### src/vtei_map.svh
// Register offsets, field positions and reset values of the supply-input
// and thermal/Type-C event block. Assumes an 8-bit register port with a
// 6-bit word address, as used throughout the device's register space.
// Operation
// W1S at 0x16 sets supply-input event flags
// Six supply-input flags raised by detector transitions
// W1C at 0x17 clears supply-input event flags
// W1S at 0x18 enables supply-input interrupts
// W1C at 0x19 disables supply-input interrupts
// Thermal flags, settable by write at 0x1A
// CC1 and CC2 change flags, debug settable
// W1C at 0x1B clears thermal/Type-C flags
// W1S at 0x1C enables thermal/Type-C interrupts
// W1C at 0x1D disables thermal/Type-C interrupts
// Zero bits change nothing; pairs read state
// Request while flag and enable; reset clears
`ifndef VTEI_MAP_SVH
`define VTEI_MAP_SVH

// Register word addresses
`define VTEI_SUP_EVT_SET 6'h16
`define VTEI_SUP_EVT_CLR 6'h17
`define VTEI_SUP_IEN_SET 6'h18
`define VTEI_SUP_IEN_CLR 6'h19
`define VTEI_THM_EVT_SET 6'h1a
`define VTEI_THM_EVT_CLR 6'h1b
`define VTEI_THM_IEN_SET 6'h1c
`define VTEI_THM_IEN_CLR 6'h1d

// Six flags used per group, upper two bits reserved
`define VTEI_NFLAG 6
`define VTEI_FLAGS_RST 6'h00
`define VTEI_RSVD_RD 2'h0
`define VTEI_ZERO8 8'h00

// Field positions, supply-input group
`define VTEI_SUPPLY_PRESENT 0
`define VTEI_SUPPLY_REMOVED 1
`define VTEI_OVERVOLTAGE_ON 2
`define VTEI_OVERVOLTAGE_OFF 3
`define VTEI_UNDERVOLTAGE_ON 4
`define VTEI_UNDERVOLTAGE_OFF 5
// Field positions, thermal/Type-C group
`define VTEI_HOT_WARNING_ON 0
`define VTEI_HOT_WARNING_OFF 1
`define VTEI_OVERHEAT_TRIP_ON 2
`define VTEI_OVERHEAT_TRIP_OFF 3
`define VTEI_CONFIG_LINE_ONE 4
`define VTEI_CONFIG_LINE_TWO 5

// Detector positions in the gathered level vector
`define VTEI_DET_PRESENT 0
`define VTEI_DET_OV 1
`define VTEI_DET_UV 2
`define VTEI_DET_WARN 3
`define VTEI_DET_TRIP 4
`define VTEI_DET_CC1 5
`define VTEI_DET_CC2 6
// Reset values of the detector pipeline and its warm-up marker
`define VTEI_DET_RST 7'h00
`define VTEI_WARM_RST 3'h0
`define VTEI_WARM_LAST 2
// Empty six-bit flag pattern
`define VTEI_ZERO6 6'h00

`endif

### src/vtei_pkg.sv
// Types shared by the event block files.
// Assumes the map header supplies the numbers.
package vtei_pkg;
	// One group's flag or enable vector
	typedef logic [5:0] vtei_flags_t;
endpackage

### src/vtei_group.sv
// One event group: six sticky flags and six interrupt enables, each with a
// set/clear register pair. Assumes synchronous one-cycle detector edge pulses and a
// one-cycle write strobe from the parent.
`include "vtei_map.svh"

module vtei_group (
	input wire logic clk_i,
	input wire logic rstn_i,
	input wire logic [5:0] hw_set_i,
	input wire logic evt_set_we_i,
	input wire logic evt_clr_we_i,
	input wire logic ien_set_we_i,
	input wire logic ien_clr_we_i,
	input wire logic [5:0] wdata_i,
	output logic [5:0] flags_o,
	output logic [5:0] enables_o,
	output logic irq_o
);
	// Next values of the two vectors
	vtei_pkg::vtei_flags_t next_flags;
	vtei_pkg::vtei_flags_t next_enables;

	// Hardware or debug set wins over a clear in the same cycle
	always_comb begin
		next_flags = flags_o;
		if (evt_clr_we_i) begin
			next_flags = next_flags & ~wdata_i; // see R3 see R8
		end
		if (evt_set_we_i) begin
			next_flags = next_flags | wdata_i; // see R1 see R6
		end
		next_flags = next_flags | hw_set_i; // see R2
	end

	// Enable set/clear; a simultaneous pair never happens, clear is taken last
	always_comb begin
		next_enables = enables_o;
		if (ien_set_we_i) begin
			next_enables = next_enables | wdata_i; // see R4
		end
		if (ien_clr_we_i) begin
			next_enables = next_enables & ~wdata_i; // see R5
		end
	end

	// Flag storage
	always_ff @(posedge clk_i or negedge rstn_i) begin
		if (!rstn_i) begin
			flags_o <= `VTEI_FLAGS_RST;
		end else begin
			flags_o <= next_flags;
		end
	end

	// Enable storage
	always_ff @(posedge clk_i or negedge rstn_i) begin
		if (!rstn_i) begin
			enables_o <= `VTEI_FLAGS_RST;
		end else begin
			enables_o <= next_enables;
		end
	end

	// Group request: any enabled pending flag
	assign irq_o = |(flags_o & enables_o);
endmodule // vtei_group

### src/vtei_irq.sv
// Supply-input and thermal/Type-C event flags with interrupt enables.
// Assumes detector levels arrive asynchronously from analog blocks and the
// register port is a simple synchronous 8-bit write/read port.
`include "vtei_map.svh"

module vtei_irq (
	input wire logic clk_i,
	input wire logic rstn_i,
	input wire logic supply_present_i,
	input wire logic overvoltage_i,
	input wire logic undervoltage_i,
	input wire logic hot_warning_i,
	input wire logic overheat_trip_i,
	input wire logic config_line_one_i,
	input wire logic config_line_two_i,
	input wire logic reg_we_i,
	input wire logic [5:0] reg_addr_i,
	input wire logic [7:0] reg_wdata_i,
	output logic [7:0] reg_rdata_o,
	output logic irq_o
);
	// Seven detector levels gathered into one vector
	logic [6:0] det_raw;
	// Two-stage synchroniser
	logic [6:0] det_meta;
	logic [6:0] det_sync;
	// Previous synchronised level, for edge detection
	logic [6:0] det_prev;
	// Marks which pipeline stages hold post-reset samples
	logic [2:0] warm_pipe;
	// Edge masks valid once the previous level is a real sample
	logic prev_valid;
	logic [6:0] rise;
	logic [6:0] fall;
	logic [6:0] chg;
	// Per-group hardware set vectors
	logic [5:0] sup_hw;
	logic [5:0] thm_hw;
	// Group state and requests
	logic [5:0] sup_flags;
	logic [5:0] sup_ens;
	logic [5:0] thm_flags;
	logic [5:0] thm_ens;
	logic sup_irq;
	logic thm_irq;
	logic [7:0] next_rdata;
	// Decoded write strobes, one per register
	logic sup_evt_set_we;
	logic sup_evt_clr_we;
	logic sup_ien_set_we;
	logic sup_ien_clr_we;
	logic thm_evt_set_we;
	logic thm_evt_clr_we;
	logic thm_ien_set_we;
	logic thm_ien_clr_we;

	assign det_raw = {config_line_two_i, config_line_one_i, overheat_trip_i,
		hot_warning_i, undervoltage_i, overvoltage_i, supply_present_i};

	// Write strobe for one address
	function automatic logic hit(input logic [5:0] a);
		hit = reg_we_i && (reg_addr_i == a);
	endfunction

	// Strobes as plain signals, so assertions sample them like any net
	assign sup_evt_set_we = hit(`VTEI_SUP_EVT_SET);
	assign sup_evt_clr_we = hit(`VTEI_SUP_EVT_CLR);
	assign sup_ien_set_we = hit(`VTEI_SUP_IEN_SET);
	assign sup_ien_clr_we = hit(`VTEI_SUP_IEN_CLR);
	assign thm_evt_set_we = hit(`VTEI_THM_EVT_SET);
	assign thm_evt_clr_we = hit(`VTEI_THM_EVT_CLR);
	assign thm_ien_set_we = hit(`VTEI_THM_IEN_SET);
	assign thm_ien_clr_we = hit(`VTEI_THM_IEN_CLR);

	// Synchroniser; first stage feeds only the second
	always_ff @(posedge clk_i or negedge rstn_i) begin
		if (!rstn_i) begin
			det_meta <= `VTEI_DET_RST;
			det_sync <= `VTEI_DET_RST;
		end else begin
			det_meta <= det_raw;
			det_sync <= det_meta;
		end
	end

	// Previous level; edges are masked until a real sample is held, so a
	// detector already high at reset does not raise a spurious event
	always_ff @(posedge clk_i or negedge rstn_i) begin
		if (!rstn_i) begin
			det_prev <= `VTEI_DET_RST;
			warm_pipe <= `VTEI_WARM_RST;
		end else begin
			det_prev <= det_sync;
			warm_pipe <= {warm_pipe[1:0], 1'b1};
		end
	end

	// Three stages must refill: both synchroniser flops and the previous level.
	// Limitation: a change before the first post-reset sample is not flagged.
	assign prev_valid = warm_pipe[`VTEI_WARM_LAST];

	assign rise = prev_valid ? (det_sync & ~det_prev) : `VTEI_DET_RST;
	assign fall = prev_valid ? (~det_sync & det_prev) : `VTEI_DET_RST;
	assign chg = rise | fall;

	// Detected on rising level, removed on falling level
	assign sup_hw = {fall[`VTEI_DET_UV], rise[`VTEI_DET_UV], fall[`VTEI_DET_OV],
		rise[`VTEI_DET_OV], fall[`VTEI_DET_PRESENT], rise[`VTEI_DET_PRESENT]};
	// CC lines flag any change of state
	assign thm_hw = {chg[`VTEI_DET_CC2], chg[`VTEI_DET_CC1], fall[`VTEI_DET_TRIP],
		rise[`VTEI_DET_TRIP], fall[`VTEI_DET_WARN], rise[`VTEI_DET_WARN]}; // see R6

	// Supply-input group
	vtei_group u_sup (
		.clk_i(clk_i),
		.rstn_i(rstn_i),
		.hw_set_i(sup_hw),
		.evt_set_we_i(sup_evt_set_we),
		.evt_clr_we_i(sup_evt_clr_we),
		.ien_set_we_i(sup_ien_set_we),
		.ien_clr_we_i(sup_ien_clr_we),
		.wdata_i(reg_wdata_i[5:0]),
		.flags_o(sup_flags),
		.enables_o(sup_ens),
		.irq_o(sup_irq)
	);

	// Thermal and Type-C group
	vtei_group u_thm (
		.clk_i(clk_i),
		.rstn_i(rstn_i),
		.hw_set_i(thm_hw),
		.evt_set_we_i(thm_evt_set_we),
		.evt_clr_we_i(thm_evt_clr_we),
		.ien_set_we_i(thm_ien_set_we),
		.ien_clr_we_i(thm_ien_clr_we),
		.wdata_i(reg_wdata_i[5:0]),
		.flags_o(thm_flags),
		.enables_o(thm_ens),
		.irq_o(thm_irq)
	);

	// Read mux: both registers of a pair show the same state
	always_comb begin
		unique case (reg_addr_i)
			`VTEI_SUP_EVT_SET, `VTEI_SUP_EVT_CLR: begin
				next_rdata = {`VTEI_RSVD_RD, sup_flags};
			end
			`VTEI_SUP_IEN_SET, `VTEI_SUP_IEN_CLR: begin
				next_rdata = {`VTEI_RSVD_RD, sup_ens};
			end
			`VTEI_THM_EVT_SET, `VTEI_THM_EVT_CLR: begin
				next_rdata = {`VTEI_RSVD_RD, thm_flags};
			end
			`VTEI_THM_IEN_SET, `VTEI_THM_IEN_CLR: begin
				next_rdata = {`VTEI_RSVD_RD, thm_ens};
			end
			default: begin
				// Unmapped addresses read zero
				next_rdata = `VTEI_ZERO8;
			end
		endcase
	end

	// Registered read data, one cycle after the address
	always_ff @(posedge clk_i or negedge rstn_i) begin
		if (!rstn_i) begin
			reg_rdata_o <= `VTEI_ZERO8;
		end else begin
			reg_rdata_o <= next_rdata;
		end
	end

	// Registered request keeps the output glitch free
	always_ff @(posedge clk_i or negedge rstn_i) begin
		if (!rstn_i) begin
			irq_o <= 1'b0;
		end else begin
			irq_o <= sup_irq | thm_irq;
		end
	end

	// Assertions
	irq_follows_a: assert property (@(posedge clk_i) disable iff (!rstn_i)
		irq_o == $past(|(sup_flags & sup_ens) | |(thm_flags & thm_ens)))
		else $error("request does not follow enabled flags");
	sup_set_a: assert property (@(posedge clk_i) disable iff (!rstn_i)
		sup_evt_set_we |=> ((sup_flags & $past(reg_wdata_i[5:0])) == $past(reg_wdata_i[5:0])))
		else $error("supply flag set failed");
	sup_clr_a: assert property (@(posedge clk_i) disable iff (!rstn_i)
		sup_evt_clr_we && sup_hw == `VTEI_ZERO6
		|=> (sup_flags & $past(reg_wdata_i[5:0])) == `VTEI_ZERO6)
		else $error("supply flag clear failed");
	sup_ien_set_a: assert property (@(posedge clk_i) disable iff (!rstn_i)
		sup_ien_set_we |=> sup_ens == ($past(sup_ens) | $past(reg_wdata_i[5:0])))
		else $error("supply enable set failed");
	sup_ien_clr_a: assert property (@(posedge clk_i) disable iff (!rstn_i)
		sup_ien_clr_we |=> sup_ens == ($past(sup_ens) & ~$past(reg_wdata_i[5:0])))
		else $error("supply enable clear failed");
	sup_detect_a: assert property (@(posedge clk_i) disable iff (!rstn_i)
		rise[`VTEI_DET_PRESENT] |=> sup_flags[`VTEI_SUPPLY_PRESENT])
		else $error("supply present not flagged");
	sup_remove_a: assert property (@(posedge clk_i) disable iff (!rstn_i)
		fall[`VTEI_DET_PRESENT] |=> sup_flags[`VTEI_SUPPLY_REMOVED])
		else $error("supply removal not flagged");
	cc_change_a: assert property (@(posedge clk_i) disable iff (!rstn_i)
		chg[`VTEI_DET_CC1] |=> thm_flags[`VTEI_CONFIG_LINE_ONE])
		else $error("line one change not flagged");
	cc_two_a: assert property (@(posedge clk_i) disable iff (!rstn_i)
		chg[`VTEI_DET_CC2] |=> thm_flags[`VTEI_CONFIG_LINE_TWO])
		else $error("line two change not flagged");
	thm_set_a: assert property (@(posedge clk_i) disable iff (!rstn_i)
		thm_evt_set_we |=> ((thm_flags & $past(reg_wdata_i[5:0])) == $past(reg_wdata_i[5:0])))
		else $error("thermal flag set failed");
	thm_clr_a: assert property (@(posedge clk_i) disable iff (!rstn_i)
		thm_evt_clr_we && thm_hw == `VTEI_ZERO6
		|=> (thm_flags & $past(reg_wdata_i[5:0])) == `VTEI_ZERO6)
		else $error("thermal flag clear failed");
	thm_ien_a: assert property (@(posedge clk_i) disable iff (!rstn_i)
		thm_ien_set_we |=> ((thm_ens & $past(reg_wdata_i[5:0])) == $past(reg_wdata_i[5:0])))
		else $error("thermal enable set failed");
	thm_ien_clr_a: assert property (@(posedge clk_i) disable iff (!rstn_i)
		thm_ien_clr_we |=> (thm_ens & $past(reg_wdata_i[5:0])) == `VTEI_ZERO6)
		else $error("thermal enable clear failed");
	flags_hold_a: assert property (@(posedge clk_i) disable iff (!rstn_i)
		!reg_we_i && sup_hw == `VTEI_ZERO6 |=> sup_flags == $past(sup_flags))
		else $error("supply flags changed without cause");
	irq_seen_c: cover property (@(posedge clk_i) disable iff (!rstn_i) $rose(irq_o));
	ack_c: cover property (@(posedge clk_i) disable iff (!rstn_i)
		irq_o ##1 sup_evt_clr_we ##2 !irq_o);
	overheat_c: cover property (@(posedge clk_i) disable iff (!rstn_i)
		thm_flags[`VTEI_OVERHEAT_TRIP_ON]);
	// Detector edge and clear write in one cycle: the set must win
	race_c: cover property (@(posedge clk_i) disable iff (!rstn_i)
		sup_evt_clr_we && sup_hw != `VTEI_ZERO6);
endmodule // vtei_irq

### config.mk
export PLATFORM = sky130hd
export DESIGN_NAME = vtei_irq
export DESIGN_NICKNAME = d
export VERILOG_FILES = /design/src/vtei_pkg.sv /design/src/vtei_group.sv /design/src/vtei_irq.sv
export VERILOG_INCLUDE_DIRS = /design/src
export SDC_FILE = /design/constraint.sdc
export NUM_CORES = 1
export LEC_CHECK = 0
export BUFFER_PORTS_ARGS = -buffer_cell sky130_fd_sc_hd__buf_2
export CORE_AREA = 2 2 64 66
export CTS_BUF_LIST = sky130_fd_sc_hd__clkbuf_8
export DETAILED_ROUTE_END_ITERATION = 16
export DIE_AREA = 0 0 66 68
export PLACE_DENSITY = 0.88
export SYNTH_ARGS = -nofsm -noshare
export SYNTH_HDL_FRONTEND = slang
export SYNTH_HIERARCHICAL = 1
export SYNTH_SLANG_ARGS = --single-unit
export TNS_END_PERCENT = 50
### constraint.sdc
create_clock -name clk_i -period 1.7 [get_ports clk_i]
set_clock_uncertainty 0.15 [all_clocks]
set_input_delay 0.17 -clock clk_i [delete_from_list [all_inputs] [get_ports clk_i]]
set_output_delay 0.17 -clock clk_i [all_outputs]
set_load 0.02 [all_outputs]
==> reports/qor.txt, run 1 <==
CLOCKING
-----------------------------------------------------------------------------------------------
Buffer levels on the longest clock path ..........................................            2
Clk sink count ...................................................................           55
Number of gates given a new drive strength after cts .............................            0
Number of buffers created by CTS .................................................            5
Clock input transition at the sequential cells of the worst setup and hold paths .        90 ps
Post-CTS Repair Setup Buffers ....................................................            0
Level count of the clock H-tree ..................................................            2
Skew-Pair Late Insertion Delay ...................................................       300 ps
Master cell of the clock root buffer .............................................     clkbuf_8
CTS tree .........................................................................        built
Hold-fix buffers at CTS ..........................................................           13

TIMING
-----------------------------------------------------------------------------------------------
Maximum achievable frequency .....................................................    0.749 GHz
Slew Viols, Final ................................................................            0
Part of the cycle the worst path needs ...........................................        0.786
Final count of negative-setup-slack endpoints ....................................            0
Accumulated negative setup slack .................................................         0 ps
Final hold violation count .......................................................            0
Final critical path time including I/O delays and setup ..........................      1340 ps
Unrepaired setup endpoints after global routing ..................................           no

POWER AND IR DROP
-----------------------------------------------------------------------------------------------
Total leakage power ..............................................................      1.20 nW
Net switching fraction of the power ..............................................        0.249
IR drop worst, VDD ...............................................................   0.000683 V
P_int ............................................................................    0.00181 W
Relative contribution of the clock network to total power ........................        0.280
Switching power ..................................................................   0.000599 W
Share of power burned in combinational logic .....................................        0.116
PwrDens ..........................................................................   915 mW/mm2
Share of power burned in registers ...............................................        0.604

LAYOUT
-----------------------------------------------------------------------------------------------
Layout Utilization ...............................................................        0.683
Total non-filler cell area in the finished layout ................................  0.00263 mm2
Area of the multi-input gates ....................................................      739 um2
Number of filler cells placed in the layout ......................................          311
FF+latch area ....................................................................  0.00138 mm2
Number of antenna cells inserted .................................................            0
Ratio of cells with drive above 1 in the final layout ............................        0.224
Synthesis-to-layout area growth ..................................................        22.5%
Count of placed standard cells in the final layout, fillers left out .............          282
Layout net count .................................................................          255

FLOORPLANNING
-----------------------------------------------------------------------------------------------
Initial Util .....................................................................        0.557
Cell row count ...................................................................           23
Area enclosed by the die boundary ................................................  0.00449 mm2
Core Box Area ....................................................................  0.00386 mm2
Die H ............................................................................        68 um
Die Wd ...........................................................................        66 um
Total I/O pin count ..............................................................           33

YOSYS
-----------------------------------------------------------------------------------------------
Share of flip-flops with an asynchronous set or reset ............................         1.00
Most instantiated library cell after synthesis ...................................      dfrtp_1
Instance count of the mapped netlist .............................................          176
Count of cell types in the netlist ...............................................           27
Warning count from the yosys run .................................................            6
Total standard cell area after synthesis .........................................  0.00215 mm2
Post-synthesis sequential area ratio .............................................        0.640
Synth area leader ................................................................      dfrtp_1
Commonest cells post-synth ....................................................... dfrtp_1 (55), a21oi_1 (24), nand2_1 (18)
Count of state elements after synthesis ..........................................           55
Number of enable flip-flop cells after synthesis .................................            0
Leading post-synthesis cells by cell area ........................................ dfrtp_1 (64%), a221o_1 (7.0%), a21oi_1 (5.6%)
Prevailing post-synth register cell ..............................................      dfrtp_1
Mean instance size in the synthesized netlist ....................................     12.2 um2
Portion of synthesized cell area occupied by the leading cell type ...............        0.640

WORST HOLD PATH
-----------------------------------------------------------------------------------------------
Cell count of the worst hold path ................................................            2
Class of the tightest hold or removal check ...................................... input port to flop

GLOBAL ROUTING
-----------------------------------------------------------------------------------------------
First-pass GRT wire length .......................................................      6.82 mm
Pin count of the biggest net entering global routing .............................           56
Met1 capacity usage during global routing ........................................        0.257
GR peak layer ....................................................................         met2
GR Layer Usage met2 ..............................................................        0.341
Gr usage total ...................................................................        0.208
Number of antenna violations at the first check in global routing ................            0
Grt met3 use .....................................................................       0.0592
Vias in the first global route ...................................................        1,494
GRT Residual Overflow ............................................................            0

ROUTING
-----------------------------------------------------------------------------------------------
Post-detailed-routing wire length ................................................      4.20 mm
Count of routing violations after the opening detailed-route iteration ...........          223
Vias .............................................................................        1,603
Average wire per standard cell ...................................................      14.9 um
Mean number of vias per cell .....................................................         5.68
Drt drc ..........................................................................            0
Antenna Nets Post-Route ..........................................................            0
First-pass iteration count of the detailed router ................................            4

STATUS
-----------------------------------------------------------------------------------------------
Run status ....................................................................... finished clean

PLACED DESIGN
-----------------------------------------------------------------------------------------------
Placed cell count ................................................................          261
Cell area after placement ........................................................  0.00242 mm2
Port-buffer cells ................................................................           28
Post-DP HPWL .....................................................................      2.93 mm
Placer's final routability congestion estimate ...................................        0.880

CRITICAL PATH
-----------------------------------------------------------------------------------------------
Crit-path max FO .................................................................           11
Worst EP required ................................................................      1740 ps
Data arrival time of the worst path ..............................................      1380 ps
CP Capture Type ..................................................................         flop
Depth of the worst register-to-register path .....................................            3
Worst Setup Start Kind ...........................................................   input port
Start-to-end type of the worst setup path ........................................ input port to flop

FLOW RUN
-----------------------------------------------------------------------------------------------
# Max-Cap Violations .............................................................            0

## routing by layer
metal / vias to the layer above / routed length, um
met5: - / 0
li1: 754 / -
met4: 0 / 131
met3: 15 / 286
met1: 768 / 1760
met2: 66 / 2020
## through the flow
| step | worst slack [ps] | total power [W] | hold slack [ps] |
|---|---|---|---|
| after global routing | 292 | 0.00252 | 0.852 |
| after floorplan | 183 | 0.00161 | -276 |
| after CTS | 412 | 0.00243 | 1.73 |
| after global placement | 194 | 0.00172 | 32.2 |
| after detailed placement | 99.8 | 0.00174 | 41.2 |
| final | 364 | 0.00241 | 17.6 |
## worst max-delay path, stage by stage
cell     delay, ps
buf_2          250
nand3_1        140
nor3_1         250
buf_4          200
nand2_1         50
a221o_1        320
## path summary, 6_finish.rpt
check / startpoint / end / slack (ps)
worst max-delay path: reg_addr_i[1] / u_sup/flags_o[2]$_DFF_PN0_ / 360
worst min-delay path: reg_wdata_i[0] / u_sup/enables_o[0]$_DFF_PN0_ / 20
worst max register to register: u_sup/flags_o[3]$_DFF_PN0_ / irq_o$_DFF_PN0_ / 390
worst min register to register: det_meta[3]$_DFF_PN0_ / det_sync[3]$_DFF_PN0_ / 200
max in group asynchronous: rstn_i / det_meta[5]$_DFF_PN0_ / 920
min in group asynchronous: rstn_i / u_thm/enables_o[5]$_DFF_PN0_ / 240
## power by group through the flow
stage          Sequential, W  Combinational [W]  Clock (W)
4_1_cts              0.00145           0.000281   0.000696
6_report             0.00145           0.000280   0.000674
3_5_place_dp         0.00148           0.000257          0
5_1_grt              0.00146           0.000311   0.000748
2_1_floorplan        0.00147           0.000138          0
3_3_place_gp         0.00147           0.000247          0
## layout by cell type (no fill, tap or decap), types with 6 or more instances in the layout
| master | instances |
|---|---|
| a221o_1 | 15 |
| dlygate4sd3_1 | 13 |
| dfrtp_1 | 55 |
| buf_4 | 10 |
| mux2i_1 | 6 |
| a22oi_1 | 9 |
| buf_2 | 28 |
| a21oi_1 | 24 |
| nor2_1 | 11 |
| nand2_1 | 18 |
## sequential cells by signal, summed over array words and instances, names as in the netlist
signal           count
det_meta             7
det_prev             7
det_sync             7
reg_rdata_o          6
u_sup/enables_o      6
u_sup/flags_o        6
u_thm/enables_o      6
u_thm/flags_o        6
warm_pipe            3
irq_o                1
## logic make-up (layout without fill, tap and decap cells)
kind of cell              count (synthesis)  after routing  synth area share
AOI/OAI and AO/OA                        51             51             0.166
xor gates and xnor gates                  2              2           0.00815
buffers and inverters                     6             61            0.0175
DFF                                      55             55             0.640
muxes                                     6              6            0.0279
other                                     2              3           0.00349
and+or+nand+nor                          54             54             0.137
## layout make-up
cell class / instances / share of cell area
Timing Repair Buffer: 52 / 0.139
Multi-Input combinational cell: 116 / 0.281
Inverter: 1 / 0.00143
Tap cell: 50 / 0.0238
Clock buffer: 5 / 0.0261
Clock inverter: 3 / 0.00618
Sequential cell: 55 / 0.523
(Power assumes the default switching activity.)
==> run 2, diff against run 1 <==
Clock period 1.7 ns to 1.3 ns, I/O delays scaled along.
==> run 2 against run 1 <==
  * Register-to-register slack got worse by 330 ps
  * Utilization up 5.2 points
  * Sequential share of layout area shrank 3.7 points
  * Die area did not move
  * Global-route usage rose by 3.3 points
  * Final area up 7.6%
  * Final cell count rose by 5.7%
  * Sequential power increased by 32%
  * Power is 40% higher
  * Combinational power rose by 63%
  * Critical path type is now flop to flop
  * Critical endpoint is now reg_rdata_o[2]$_DFF_PN0_
  * Largest power group unchanged
==> reports/qor.txt, run 2 (same netlist as run 1, synthesis figures left out) <==
PLACED DESIGN
-----------------------------------------------------------------------------------------------
Setup Slack @ Placement ..........................................................      -203 ps
Port-buffer cells ................................................................           28
Placer's final routability congestion estimate ...................................        0.920
Post-DP HPWL .....................................................................      3.42 mm

TIMING
-----------------------------------------------------------------------------------------------
Maximum achievable frequency .....................................................    0.808 GHz
Hold slack .......................................................................      77.8 ps
Part of the cycle the worst path needs ...........................................        0.952
Final hold violation count .......................................................            0
Slew Viols, Final ................................................................            0
Final count of negative-setup-slack endpoints ....................................            0
Slew at the pin closest to its max-slew limit ....................................       627 ps
Unrepaired setup endpoints after global routing ..................................           no
PnR worst setup slack ............................................................      62.6 ps
Max-Slew Margin vs Limit .........................................................        0.579
Final critical path time including I/O delays and setup ..........................      1240 ps

FLOORPLANNING
-----------------------------------------------------------------------------------------------
Initial Util .....................................................................        0.557
Total I/O pin count ..............................................................           33
Die H ............................................................................        68 um
Area enclosed by the die boundary ................................................  0.00449 mm2
Core Box Area ....................................................................  0.00386 mm2
Die Wd ...........................................................................        66 um
Cell row count ...................................................................           23

CRITICAL PATH
-----------------------------------------------------------------------------------------------
CP Capture Type ..................................................................         flop
Start-to-end type of the worst setup path ........................................ flop to flop
Worst Setup Start Kind ...........................................................         flop
Data arrival time of the worst path ..............................................      1290 ps
Slowest stage cell, crit path ....................................................      dfrtp_1
Critical Path, Cell by Cell ...................................................... buf_4, mux2i_1, nor2_1, a221o_1
R2R setup slack ..................................................................        60 ps
Buffering stage count on the worst path with inverters included ..................            1
Worst EP required ................................................................      1350 ps
Category of cells accounting for the largest share of critical-path delay ........   flip-flops
Delay of the slowest cell on the worst path ......................................       400 ps
Crit-path max FO .................................................................            2

LAYOUT
-----------------------------------------------------------------------------------------------
Top flop regs .................................................................... det_meta (7), det_prev (7), det_sync (7)
Layout net count .................................................................          271
Most common cell after layout, fill and taps aside ...............................      dfrtp_1
Commonest cells after routing, fill and taps aside ............................... dfrtp_1 (54), buf_2 (28), buf_4 (25)
Synthesis-to-layout area growth ..................................................        31.8%
Ratio of cells with drive above 1 in the final layout ............................        0.310
Number of antenna cells inserted .................................................            0

POWER AND IR DROP
-----------------------------------------------------------------------------------------------
IR drop worst, VDD ...............................................................   0.000957 V
Switching power ..................................................................   0.000825 W
Net switching fraction of the power ..............................................        0.246
PwrDens ..........................................................................  1190 mW/mm2
Share of power burned in combinational logic .....................................        0.136
Relative contribution of the clock network to total power ........................        0.296
P_int ............................................................................    0.00253 W
Share of power burned in registers ...............................................        0.568
Total leakage power ..............................................................      1.30 nW

GLOBAL ROUTING
-----------------------------------------------------------------------------------------------
Vias in the first global route ...................................................        1,688
Gr usage total ...................................................................        0.241
First-pass GRT wire length .......................................................      7.90 mm
Number of antenna violations at the first check in global routing ................            0
Pin count of the biggest net entering global routing .............................           45
GRT Residual Overflow ............................................................            0

CLOCKING
-----------------------------------------------------------------------------------------------
Level count of the clock H-tree ..................................................            2
Buffer levels on the longest clock path ..........................................            2
Number of buffers created by CTS .................................................            5
Skew-Pair Late Insertion Delay ...................................................       310 ps
Clock input transition at the sequential cells of the worst setup and hold paths .       100 ps
CTS tree .........................................................................        built
Clk sink count ...................................................................           55
Master cell of the clock root buffer .............................................     clkbuf_8

ROUTING
-----------------------------------------------------------------------------------------------
First-pass iteration count of the detailed router ................................            4
Vias .............................................................................        1,680
Drt drc ..........................................................................            0
Antenna Nets Post-Route ..........................................................            0
Count of routing violations after the opening detailed-route iteration ...........          153
Average wire per standard cell ...................................................      16.5 um
Post-detailed-routing wire length ................................................      4.92 mm
Mean number of vias per cell .....................................................         5.64

FLOW RUN
-----------------------------------------------------------------------------------------------
# Max-Cap Violations .............................................................            0

STATUS
-----------------------------------------------------------------------------------------------
Run status ....................................................................... finished clean

WORST HOLD PATH
-----------------------------------------------------------------------------------------------
Class of the tightest hold or removal check ...................................... input port to async pin

run 2: cell types whose count changed in the layout (fill, tap and decap cells not counted), sizes merged:
cell and change:
buf +15, clkbuf +2, clkinv -1, clkinvlp -1
dlygate4sd3 +1
run 2: final timing paths:
path | from | to | cells after the start
worst max register to register | u_thm/flags_o[2]$_DFF_PN0_ | reg_rdata_o[2]$_DFF_PN0_ | 4
worst min register to register | det_meta[4]$_DFF_PN0_ | det_sync[4]$_DFF_PN0_ | 0
min in group clk_i | reg_addr_i[4] | reg_rdata_o[4]$_DFF_PN0_ | 4
worst min-delay path | rstn_i | reg_rdata_o[0]$_DFF_PN0_ | 2
worst max-delay path | u_thm/flags_o[2]$_DFF_PN0_ | reg_rdata_o[2]$_DFF_PN0_ | 4
max in group asynchronous | rstn_i | warm_pipe[2]$_DFF_PN0_ | 3
run 2: area by class of cell:
class / instances / area [um2]
sequential: 55 / 1380
clock buffer: 7 / 96.3
fill: 261 / 1020
inverter: 1 / 3.75
timing repair buffer: 68 / 488
clock inverter: 1 / 3.75
multi-input combinational: 116 / 801
tap: 50 / 62.6
run 2: timing repair:
item | in CTS | in global routing
buffers inserted | 0 | 1
hold buffers | 14 | 0
endpoints found under the hold margin | 75 | 0
resized for setup | 0 | 8
setup endpoints to repair | 0 | 2
run 2: power by group through the flow:
stage / sequential [W] / clock (W) / combinational [W]
3_3_place_gp: 0.00192 / 0 / 0.000383
4_1_cts: 0.00190 / 0.00102 / 0.000429
2_1_floorplan: 0.00193 / 0 / 0.000185
3_5_place_dp: 0.00193 / 0 / 0.000396
6_report: 0.00191 / 0.000996 / 0.000456
5_1_grt: 0.00192 / 0.00109 / 0.000505
run 2: per-layer routing:
metal	up-vias	share of wire	GRT usage
met3	7	0.052	0.0543
met2	64	0.53	0.434
met5	-	0	0
met1	824	0.40	0.283
met4	0	0.013	0.0918
li1	785	-	-
run 2: per-stage QoR:
| step | cell area (um2) | utilization | cells | setup TNS (ps) | power (W) |
|---|---|---|---|---|---|
| floorplan | 2180 | - | 177 | 0 | 0.00211 |
| global placement | 2550 | 0.662 | 275 | -2110 | 0.00230 |
| detailed placement | 2550 | 0.662 | 275 | -3060 | 0.00233 |
| CTS | 2790 | 0.724 | 297 | 0 | 0.00334 |
| global route | 2830 | 0.735 | 298 | 0 | 0.00351 |
| finish | 2830 | 0.735 | 298 | 0 | 0.00336 |
